$ cat config.mk
export PLATFORM = sky130hd
export DESIGN_NAME = ifa_check
export DESIGN_NICKNAME = d
export VERILOG_FILES = /design/src/verilog/ifa_pkg.sv /design/src/verilog/ifa_check.sv
export SDC_FILE = /design/constraint.sdc
export NUM_CORES = 2
export LEC_CHECK = 0
export BUFFER_PORTS_ARGS = -buffer_cell sky130_fd_sc_hd__buf_4
export CORE_UTILIZATION = 45
export CTS_BUF_LIST = sky130_fd_sc_hd__clkbuf_2
export CTS_CLUSTER_SIZE = 24
export DETAILED_ROUTE_END_ITERATION = 7
export PLACE_DENSITY = 0.67
export SLEW_MARGIN = 10
export SYNTH_ARGS = -nofsm -noshare
export SYNTH_HDL_FRONTEND = slang
export SYNTH_SLANG_ARGS = --single-unit
$ cat constraint.sdc
create_clock -name core_clk -period 3.1 [get_ports core_clk]
set_input_delay 0.465 -clock core_clk [delete_from_list [all_inputs] [get_ports core_clk]]
set_output_delay 0.465 -clock core_clk [all_outputs]
set_load 0.05 [all_outputs]
$ cat src/verilog/ifa_pkg.sv
package ifa_pkg;
    localparam int NCH = 4;
    localparam int NAL = 6;
    localparam int PV_W = 16;
    localparam int AV_W = 18;
    // Alarm slots within a channel
    localparam int AL_HH = 0;
    localparam int AL_H = 1;
    localparam int AL_LL = 2;
    localparam int AL_L = 3;
    localparam int AL_RH = 4;
    localparam int AL_RL = 5;
    // Process value scale: 0 is range bottom, 10000 is range top
    localparam logic signed [15:0] PV_SPAN = 16'sh2710;
    localparam logic signed [15:0] PV_HI_115 = 16'sh2CEC;
    localparam logic signed [15:0] PV_LO_15 = -16'sh05DC;
    localparam logic signed [15:0] PV_HI_1075 = 16'sh29FE;
    localparam logic signed [15:0] PV_LO_75 = -16'sh02EE;
    localparam logic signed [15:0] PV_ZERO = 16'sh0000;
    localparam logic signed [15:0] PV_MID = 16'sh1388;
    // Timing
    localparam int CLK_HZ = 50_000_000;
    localparam int MS_PER_S = 1000;
    localparam int MS_CYC_DEF = CLK_HZ / MS_PER_S;
    localparam logic [5:0] CONV_HIGH_MS = 6'h3C;
    localparam logic [5:0] CONV_MED_MS = 6'h0A;
    localparam logic [5:0] CONV_LOW_MS = 6'h05;
    localparam logic [1:0] RES_HIGH = 2'h0;
    localparam logic [1:0] RES_MED = 2'h1;
    localparam logic [12:0] BRK_PT4_MS = 13'h1388;
    localparam logic [12:0] BRK_MV_MS = 13'h03E8;
    localparam logic [12:0] BRK_TEMP_MS = 13'h01F4;
    localparam logic [12:0] BRK_MARGIN_MS = 13'h0064;
    localparam logic [5:0] DLY_MAX_S = 6'h3C;
    localparam logic [15:0] DLY_MS_PER_S = 16'h03E8;
    localparam logic [4:0] RATE_MAX_S = 5'h10;
    localparam logic [9:0] SEC_LAST_MS = 10'h3E7;

    typedef enum logic [2:0] {
        RNG_PT4,
        RNG_TEMP,
        RNG_MV100,
        RNG_LIVE0,
        RNG_UNI,
        RNG_MA020,
        RNG_BIPOLAR
    } ifa_range_t;
endpackage

$ cat src/verilog/ifa_check.sv
// Functional notes
// - Temperature/mV/pot: fault on break or out-of-band.
// - Temperature/mV break clamps high 115% or low -15%.
// - Break detected within 5s, 1s, 0.5s.
// - 4-20mA/1-5V break stores -15% value.
// - Other unipolar voltage break stores 0 V value.
// - 0-20mA faults only above 115%.
// - 0-20mA break stores 0 mA value.
// - Bipolar faults above 107.5% or below -7.5%.
// - Bipolar break stores 0 V value.
// - Four level alarms, hysteresis, 0-60s delay.
// - Rate over 1-16s or one conversion period.
// - Two rate alarms, hysteresis, shared delay.
// - Conversion period 60, 10 or 5 ms.
`timescale 1ns/1ps
`default_nettype none
module ifa_check #(
    parameter int unsigned MS_CYC = ifa_pkg::MS_CYC_DEF
) (
    input wire logic core_clk,
    input wire logic reset_n,
    input wire logic clkEn,
    input wire logic [1:0] resSel,
    input wire ifa_pkg::ifa_range_t [3:0] rangeSel,
    input wire logic [3:0] clampHigh,
    input wire logic [3:0] wireBreak,
    input wire logic [3:0][15:0] sampleValue,
    input wire logic [3:0][5:0][15:0] alarmLimit,
    input wire logic [3:0][5:0][15:0] alarmHyst,
    input wire logic [3:0][5:0] alarmDelaySec,
    input wire logic [3:0][4:0] rateIntervalSec,
    output logic convTick,
    output wire logic [3:0][15:0] processValue,
    output wire logic [3:0] input_fault_flag,
    output wire logic [3:0] breakDetected,
    output wire logic [3:0][16:0] rateValue,
    output wire logic [3:0][5:0] alarmFlags
);
    import ifa_pkg::*;

    logic [15:0] msCnt;
    logic msTick;
    logic [5:0] convMs;
    logic [5:0] periodMs;
    logic [9:0] secMs;
    logic secTick;
    logic evalTick;
    logic alarmTick;

    // Millisecond time base; all delays are counted in these ticks
    always_ff @(posedge core_clk or negedge reset_n) begin
        if (!reset_n) begin
            msCnt <= 16'h0000;
            msTick <= 1'b0;
        end else if (clkEn) begin
            if (msCnt == 16'(MS_CYC - 1)) begin
                msCnt <= 16'h0000;
                msTick <= 1'b1;
            end else begin
                msCnt <= msCnt + 16'h0001;
                msTick <= 1'b0;
            end
        end
    end

    always_comb begin
        case (resSel)
            RES_HIGH: periodMs = CONV_HIGH_MS;
            RES_MED: periodMs = CONV_MED_MS;
            default: periodMs = CONV_LOW_MS;
        endcase
    end

    // Conversion period: one pass over all four channels
    always_ff @(posedge core_clk or negedge reset_n) begin
        if (!reset_n) begin
            convMs <= 6'h00;
            convTick <= 1'b0;
        end else if (clkEn) begin
            convTick <= 1'b0;
            if (msTick) begin
                if (convMs >= periodMs - 6'h01) begin
                    convMs <= 6'h00;
                    convTick <= 1'b1;
                end else begin
                    convMs <= convMs + 6'h01;
                end
            end
        end
    end

    always_ff @(posedge core_clk or negedge reset_n) begin
        if (!reset_n) begin
            secMs <= 10'h000;
            secTick <= 1'b0;
        end else if (clkEn) begin
            secTick <= 1'b0;
            if (msTick) begin
                if (secMs == SEC_LAST_MS) begin
                    secMs <= 10'h000;
                    secTick <= 1'b1;
                end else begin
                    secMs <= secMs + 10'h001;
                end
            end
        end
    end

    // Values settle, then rate, then alarms: one stage per cycle
    always_ff @(posedge core_clk or negedge reset_n) begin
        if (!reset_n) begin
            evalTick <= 1'b0;
            alarmTick <= 1'b0;
        end else if (clkEn) begin
            evalTick <= convTick;
            alarmTick <= evalTick;
        end
    end

    for (genvar ch = 0; ch < NCH; ch++) begin : gCh
        logic brkS1;
        logic brkS2;
        logic brkS3;
        logic brkLevel;
        logic [12:0] brkMs;
        logic [12:0] qualMs;
        logic brkQual;
        logic signed [15:0] raw;
        logic signed [15:0] hiLim;
        logic signed [15:0] loLim;
        logic loChk;
        logic brkFault;
        logic signed [15:0] clampVal;
        logic outBand;
        logic signed [15:0] pv;
        logic fault;
        logic brkOut;
        logic signed [15:0] refVal;
        logic primed;
        logic [4:0] secElapsed;
        logic [4:0] interval;
        logic signed [16:0] rate;
        logic [5:0] dlySec;
        logic [15:0] delayMs;

        // Break input is asynchronous: count a change once stages agree
        always_ff @(posedge core_clk or negedge reset_n) begin
            if (!reset_n) begin
                brkS1 <= 1'b0;
                brkS2 <= 1'b0;
                brkS3 <= 1'b0;
                brkLevel <= 1'b0;
            end else if (clkEn) begin
                brkS1 <= wireBreak[ch];
                brkS2 <= brkS1;
                brkS3 <= brkS2;
                if (brkS2 == brkS3) begin
                    brkLevel <= brkS3;
                end
            end
        end

        // Qualify a little short of the limit to absorb period jitter
        always_comb begin
            case (rangeSel[ch])
                RNG_PT4: qualMs = BRK_PT4_MS - BRK_MARGIN_MS;
                RNG_MV100: qualMs = BRK_MV_MS - BRK_MARGIN_MS;
                default: qualMs = BRK_TEMP_MS - BRK_MARGIN_MS;
            endcase
        end

        always_ff @(posedge core_clk or negedge reset_n) begin
            if (!reset_n) begin
                brkMs <= 13'h0000;
            end else if (clkEn) begin
                if (!brkLevel) begin
                    brkMs <= 13'h0000;
                end else if (msTick && brkMs < qualMs) begin
                    brkMs <= brkMs + 13'h0001;
                end
            end
        end

        assign brkQual = brkMs >= qualMs;
        assign raw = $signed(sampleValue[ch]);

        always_comb begin
            hiLim = PV_HI_115;
            loLim = PV_LO_15;
            loChk = 1'b1;
            brkFault = 1'b1;
            clampVal = clampHigh[ch] ? PV_HI_115 : PV_LO_15;
            case (rangeSel[ch])
                RNG_PT4, RNG_TEMP, RNG_MV100: begin
                end
                RNG_LIVE0: clampVal = PV_LO_15;
                RNG_UNI: clampVal = PV_ZERO;
                RNG_MA020: begin
                    loChk = 1'b0;
                    brkFault = 1'b0;
                    clampVal = PV_ZERO;
                end
                RNG_BIPOLAR: begin
                    hiLim = PV_HI_1075;
                    loLim = PV_LO_75;
                    brkFault = 1'b0;
                    clampVal = PV_MID;
                end
                default: begin
                end
            endcase
            outBand = (raw > hiLim) || (loChk && raw < loLim);
        end

        always_ff @(posedge core_clk or negedge reset_n) begin
            if (!reset_n) begin
                pv <= PV_ZERO;
                fault <= 1'b0;
                brkOut <= 1'b0;
            end else if (clkEn && convTick) begin
                pv <= brkQual ? clampVal : raw;
                fault <= brkQual ? brkFault : outBand;
                brkOut <= brkQual;
            end
        end

        assign interval = (rateIntervalSec[ch] > RATE_MAX_S) ? RATE_MAX_S : rateIntervalSec[ch];

        // First pass only seeds the reference so no bogus step is reported
        always_ff @(posedge core_clk or negedge reset_n) begin
            if (!reset_n) begin
                refVal <= PV_ZERO;
                primed <= 1'b0;
                secElapsed <= 5'h00;
                rate <= 17'h0_0000;
            end else if (clkEn) begin
                if (evalTick && (!primed || interval == 5'h00 || secElapsed >= interval)) begin
                    refVal <= pv;
                    primed <= 1'b1;
                    secElapsed <= 5'h00;
                    if (primed) begin
                        rate <= 17'(pv) - 17'(refVal);
                    end
                end else if (secTick && secElapsed < RATE_MAX_S) begin
                    secElapsed <= secElapsed + 5'h01;
                end
            end
        end

        assign dlySec = (alarmDelaySec[ch] > DLY_MAX_S) ? DLY_MAX_S : alarmDelaySec[ch];
        assign delayMs = 16'({10'h000, dlySec} * DLY_MS_PER_S);

        for (genvar a = 0; a < NAL; a++) begin : gAl
            localparam bit HIGH_TYPE = (a == AL_HH) || (a == AL_H) || (a == AL_RH);
            logic signed [17:0] val;
            logic signed [17:0] lim;
            logic signed [17:0] hy;
            logic setCond;
            logic clrCond;
            logic want;
            logic pending;
            logic [15:0] dlyMs;
            logic alarm;

            assign val = (a < AL_RH) ? AV_W'(pv) : AV_W'(rate);
            assign lim = AV_W'($signed(alarmLimit[ch][a]));
            assign hy = {2'b00, alarmHyst[ch][a]};
            assign setCond = HIGH_TYPE ? (val > lim) : (val < lim);
            assign clrCond = HIGH_TYPE ? (val <= lim - hy) : (val >= lim + hy);
            assign want = alarm ? clrCond : setCond;

            // Condition is sampled once per period; timer runs between samples
            always_ff @(posedge core_clk or negedge reset_n) begin
                if (!reset_n) begin
                    pending <= 1'b0;
                    dlyMs <= 16'h0000;
                    alarm <= 1'b0;
                end else if (clkEn) begin
                    if (alarmTick) begin
                        if (want && (delayMs == 16'h0000 || (pending && dlyMs >= delayMs))) begin
                            alarm <= !alarm;
                            pending <= 1'b0;
                            dlyMs <= 16'h0000;
                        end else begin
                            pending <= want;
                            if (!want) begin
                                dlyMs <= 16'h0000;
                            end
                        end
                    end else if (msTick && pending && dlyMs < delayMs) begin
                        dlyMs <= dlyMs + 16'h0001;
                    end
                end
            end

            assign alarmFlags[ch][a] = alarm;
        end

        assign processValue[ch] = pv;
        assign input_fault_flag[ch] = fault;
        assign breakDetected[ch] = brkOut;
        assign rateValue[ch] = rate;
    end
endmodule
`default_nettype wire

**Word level (Yosys, flattened, before mapping)**

Cells that the tools add are included.

- Word-level logic and storage cells: 889
- Output and inout port bits: 165
- Bits in registers: 765
- Input bits: 901

- Equal/unequal tests: 55
- $mul: 4
- Add/sub/neg operators: 64
- Order comparisons: 129
- Reduce and logical (&&, ||, !) cells: 296
- Muxes and demuxes: 213

Operators with widths:

| kind | count |
|---|---|
| $mux W16 | 105 |
| $lt A16 B16 Y1 | 36 |
| $add A16 B1 Y16 const B | 25 |
| $ge A16 B16 Y1 | 24 |
| $add A16 B17 Y18 | 12 |
| $sub A16 B17 Y18 | 12 |
| $gt A16 B16 Y1 | 12 |
| $pmux W16 S3 | 4 |
| $reduce_and A3 Y1 | 52 |
| $ge A16 B18 Y1 | 8 |
| $le A16 B18 Y1 | 8 |
| $logic_and A1 B1 Y1 | 113 |
| $mux W13 | 8 |
| $pmux W13 S2 | 4 |
| $mux W11 | 8 |
| $ge A17 B18 Y1 | 4 |
| $le A17 B18 Y1 | 4 |
| $ne A3 B2 Y1 const B | 24 |
| $gt A17 B16 Y1 | 4 |
| $lt A17 B16 Y1 | 4 |
| $sub A16 B16 Y17 | 4 |
| $mux W1 | 65 |
| $logic_not A16 Y1 | 4 |
| $mux W5 | 12 |
| 31 further kinds | 205 |

**Longest topological paths before layout**

- Word-level depth: 9
- Mapped depth: 27
- Depth with buffers taken out: 25

**Least setup slack after synthesis**

Ideal clock, no wire load.

- Path type: input port to flip-flop
- Start point: input port alarmDelaySec[15] (netlist bit)
- End point: register gCh[2].gAl[5].dlyMs[13]
- Library setup time: 126 ps
- Path buffers: 2
- Path slack: -3,510 ps
- Stages on the path: 24
- Arrival: 6,484 ps
- Cells stage by stage: clkbuf_1 -> nand3_1 -> nand2_1 -> inv_1 -> ha_1 -> xnor2_1 -> xor2_1 -> fa_1 -> inv_1 -> ha_1 -> fa_1 -> a211oi_1 -> nor2_1 -> xnor2_1 -> ha_1 -> a21oi_1 -> o21ai_0 -> maj3_1 -> maj3_1 -> a211oi_1 -> o211a_1 -> o21ai_2 -> buf_2 -> a311o_1

- Word-level cells in the longest chain between the ends: 9
- Elaborated cells between the ends (all ways): 15
- Classes of those cells: mul: 1; order compare: 3; eq/ne: 1; mux: 3; reduce/logical: 7

Ends and longest elaborated chain:

| element | RTL line | RTL |
|---|---|---|
| start, declared | ifa_check.sv:30 | `input wire logic [3:0][5:0] alarmDelaySec,` |
| $gt A6 B6 Y1 | ifa_check.sv:250 | `assign dlySec = (alarmDelaySec[ch] > DLY_MAX_S) ? DLY_MAX_S : alarmDelaySec[ch];` |
| $mux W6 (*) | ifa_check.sv:250 |  |
| $mul A6 B7 Y13 (*) | ifa_check.sv:251 | `assign delayMs = 16'({10'h000, dlySec} * DLY_MS_PER_S);` |
| $ge A16 B16 Y1 | ifa_check.sv:280 | `if (want && (delayMs == 16'h0000 \|\| (pending && dlyMs >= delayMs))) begin` |
| $logic_and A1 B1 Y1 | ifa_check.sv:280 |  |
| $logic_or A1 B1 Y1 | ifa_check.sv:280 |  |
| $logic_and A1 B1 Y1 | ifa_check.sv:280 |  |
| $ne A3 B2 Y1 (no line) / $mux W16 (equally long branches) | n/a |  |
| $reduce_and A3 Y1 (no line) / $mux W16 (equally long branches) | n/a |  |
| end signal, assigned | ifa_check.sv:291 | `dlyMs <= dlyMs + 16'h0001;` |
| end, declared | ifa_check.sv:262 | `logic [15:0] dlyMs;` |

Every way passes the cells marked *; elsewhere a longest branch is shown, timed or not.
A chain may end at the register's enable or synchronous reset.

**Final worst setup path**

- Start point: input port alarmDelaySec[17] (netlist bit)
- End point: register gCh[2].gAl[5].dlyMs[6]

The elaborated chain is that of the path after synthesis.

==> metrics.csv <==
stage,metric,value,unit
outcome,outcome,"complete, but fails checks",
outcome,violations,negative setup slack,
sta,finalHoldViolCount,0,
pwr,powerDensity,369.7,mW/mm2
floorplanning,initial_core_util,0.4525,
critical_path,arrival,5.80,ns
sta,clock_skew,0.1448,ns
critical_path,critical_path.max_fanout,8,
finish,final_common_cell,buf_4,
floorplanning,fp.dieW,447.3,um
pwr,clkPwrFrac,0.161,
sta,maxSlewViolCount,0,
logic_synthesis,async_flop_share,1.000,
floorplanning,pin_count,1066,
min_path,hold-path-cell-count,9,
run,cap_violations,0,
critical_path,crit_chain,"buf_8, ha_4, nand3_4, nand2_4, fa_1, inv_1, ha_1, inv_2, fa_1, inv_2, fa_2, a211oi_2, nor2_2, xnor2_2, ha_1, a21oi_2, o21ai_2, maj3_2, maj3_2, a211oi_4, o211a_1, o21ai_4, buf_12, a311o_1",
critical_path,critical_path.max_stage_delay,0.57,ns
critical_path,criticalPathCategory,primary input to flop,
logic_synthesis,synth_seq_cells,765,
sta,slew_headroom,0.1971,
pwr,pwr-share-seq,0.237,
drt,viasPerCell,5.653,
finish,final_cell_mix,"buf_4, ha_1, inv_1",
logic_synthesis,synthAdderAreaFrac,0.2570,
finish,fin_cells,17620,
sta,finalSetupViolCount,615,
drt,wl_per_cell,22.30,um
placed_design,portBuffers,1065,
critical_path,worstRegToRegCells,14,
sta,fin_crit_sh,1.365,
finish,finish.utilization,0.6569,
grt,first_global_vias,98860,
finish,layout-drive-gt1-share,0.3026,
logic_synthesis,synth_edf_count,0,
logic_synthesis,yosys_most_used_dff,dfrtp_1,
logic_synthesis,synth_top_family_by_area,adder cells,
min_path,whs_endpoint,gCh[1].gAl[0].alarm,
cts,cts_max_path_buffers,3,
grt,grt_max_degree,113,
sta,rsz0062_at_grt,true,
floorplanning,core-area,0.1972,mm2
placed_design,place_inst,16510,
sta,max_freq,0.2364,GHz
cts,cts_tree,yes,
cts,clkSinkCount,765,
logic_synthesis,synth.area.mux_share,0.01054,
logic_synthesis,yosys_warnings,0,
logic_synthesis,syn_area_per_cell,8.223,um2
floorplanning,die_height,447.3,um
pwr,p_sw_frac,0.4221,
drt,route.vias.total,99620,
logic_synthesis,synth-compound-area-share,0.2202,
pwr,irDropWorstVdd,395.9,uV
grt,grt_pass1_wl,577100,um
critical_path,r2r_end,gCh[1].gAl[1].dlyMs[8],
logic_synthesis,synth_nets,13530,
critical_path,critPathRequiredTime,4.67,ns
grt,antenna_found_initial,131,
critical_path,start_kind,primary input,
floorplanning,rows,163,
logic_synthesis,synthCells,10850,
grt,grt_remaining_overflow,0,
logic_synthesis,synth_cell_types,103,
logic_synthesis,synth_top_area_frac,0.2379,
pwr,leakage,68.54,nW
logic_synthesis,synth-simple-area-share,0.1813,
placed_design,dp_slack,-3.085,ns
pwr,total_power,47.89,mW
min_path,hold_class,primary input to flop,
drt,drtAntennaViolNets,0,
cts,root_buffer,clkbuf_2,
pwr,p_switching,20.22,mW
critical_path,ff2ff_setup_slack,-0.60,ns
drt,first_iter_violations,6510,
sta,worst_pin_slew,1.204,ns
cts,cts-htree-levels,4,
drt,wl,392900,um
sta,period_minus_slack,4.231,ns
logic_synthesis,yosys-top-cells-area,"ha_1, dfrtp_1, inv_1, o21ai_0, a21oi_1",
grt,grt_usage,0.3765,
cts,clkTransAtPathRegs,0.09,ns
logic_synthesis,synthXorXnorAreaFrac,0.05406,
sta,setup_ws,-1.131,ns
placed_design,place_hpwl,318200,um
floorplanning,dieArea,0.2001,mm2
placed_design,routabilityCongestion,1.031,
critical_path,reg2reg_from,gCh[1].pv[14],
critical_path,slowest_stage,fa_1,
cts,cts_made_buffers,216,
drt,drc,0,
finish,fin_nets,17380,
min_path,hp-start,alarmLimit[111],
cts,insertion_delay,1.76,ns
logic_synthesis,netlist_area,0.08924,mm2
logic_synthesis,synth_area_leader_cell,ha_1,
sta,setup_tns,-375.76,ns
pwr,p_int,27.67,mW
pwr,power_frac_comb,0.601,
logic_synthesis,ys_seq_area_frac,0.2145,
finish,syn_to_final_growth,45.17,%
critical_path,cp-end-kind,flop,
drt,drt_first_pass_iters,7,
## how the worst max path moves through the flow
| stage | from | to | slack, ns | depth (start not counted) |
|---|---|---|---|---|
| floorplan | alarmDelaySec[17] | gCh[2].gAl[5].dlyMs[13] | -2.50 | 24 |
| global placement | alarmLimit[144] | gCh[1].gAl[3].dlyMs[8] | -2.96 | 28 |
| detailed placement | alarmLimit[113] | gCh[1].gAl[1].dlyMs[10] | -3.08 | 25 |
| CTS | alarmDelaySec[4] | gCh[0].gAl[3].dlyMs[14] | -0.81 | 27 |
| global route | alarmDelaySec[17] | gCh[2].gAl[5].dlyMs[6] | -1.16 | 24 |
| finish | alarmDelaySec[17] | gCh[2].gAl[5].dlyMs[6] | -1.13 | 24 |
## metrics by stage
step | hold WS [ns] | instance area [um2]
2_1_floorplan | 0.1694 | 91170
3_3_place_gp | 0.4332 | 118400
3_5_place_dp | 0.4345 | 118400
4_1_cts | 0.001480 | 126400
5_1_grt | -0.02171 | 129500
6_report | 0.09906 | 129600
## cell type report
| cell class | instances | area, um2 |
|---|---|---|
| multi-input cells | 8667 | 68480 |
| flip-flops and latches | 765 | 19140 |
| clock inverters | 72 | 359.1 |
| clock buffers | 313 | 1567 |
| fillers | 16710 | 67660 |
| repair buffers | 3880 | 32020 |
| well taps | 2640 | 3303 |
| inverters | 1174 | 4413 |
| diodes | 111 | 277.8 |
## cell usage after synthesis (105+ instances only)
cell type  number
nand2_1       812
a21oi_1       695
nand2b_1      135
nand4_1       159
xor2_1        247
nand3_1       414
xnor2_1       302
nor2b_1       151
dfrtp_1       765
and3_1        269
ha_1         1697
a211oi_1      105
nor3_1        228
o21ai_0       793
or3_1         127
a21o_1        325
inv_1        1174
clkbuf_1      177
nor2_1        603
## sequential cells by signal, indices dropped and copies added, names as in the netlist, 6 cells and up
register,count
gCh.pv,64
gCh.gAl.pending,24
gCh.gAl.dlyMs,384
msCnt,16
secMs,10
convMs,6
gCh.secElapsed,20
gCh.brkMs,52
gCh.gAl.alarm,24
gCh.rate,68
gCh.refVal,64
## repair_timing
item	CTS	global route
buffers inserted	55	85
endpoints found under the hold margin	1499	1
pin swaps	132	239
resized for setup	189	470
endpoints found under the setup margin	582	701
cloned	9	22
hold buffers	465	1
## metal layers
metal / vias up / routed length [um] / global-route usage
met2: 3394 / 181100 / 0.6116
met3: 1162 / 23440 / 0.06895
met4: 28 / 35570 / 0.3148
li1: 47340 / - / -
met1: 47690 / 152600 / 0.4302
met5: - / 184 / 0
## power by group through the flow
stage / Clock, mW / Sequential, mW / Combinational, mW
detailed placement: 0 / 11.5 / 24.7
global placement: 0 / 11.5 / 24.0
floorplan: 0 / 11.7 / 12.9
CTS: 7.93 / 11.3 / 26.3
finish: 7.72 / 11.4 / 28.8
global route: 8.45 / 11.4 / 31.1
## cell families (layout without fill, tap and decap cells)
group	count (synthesis)	in the layout
XOR/XNOR	550	550
AO/OA/AOI/OAI	3004	3008
multiplexers	90	90
other	0	111
adder cells (fa/ha/maj)	1787	1787
buffers and inverters	1428	5439
AND/OR/NAND/NOR	3229	3232
flip-flops	765	765
## worst max-delay path: cells and delay by family
| family | cells | cell delay, ns |
|---|---|---|
| xor gates and xnor gates | 1 | 0.29 |
| and+or+nand+nor | 3 | 0.25 |
| buffers and inverters | 5 | 0.40 |
| AOI/OAI and AO/OA | 7 | 1.45 |
| adders and majority gates | 8 | 2.89 |
(Power assumes the default switching activity.)
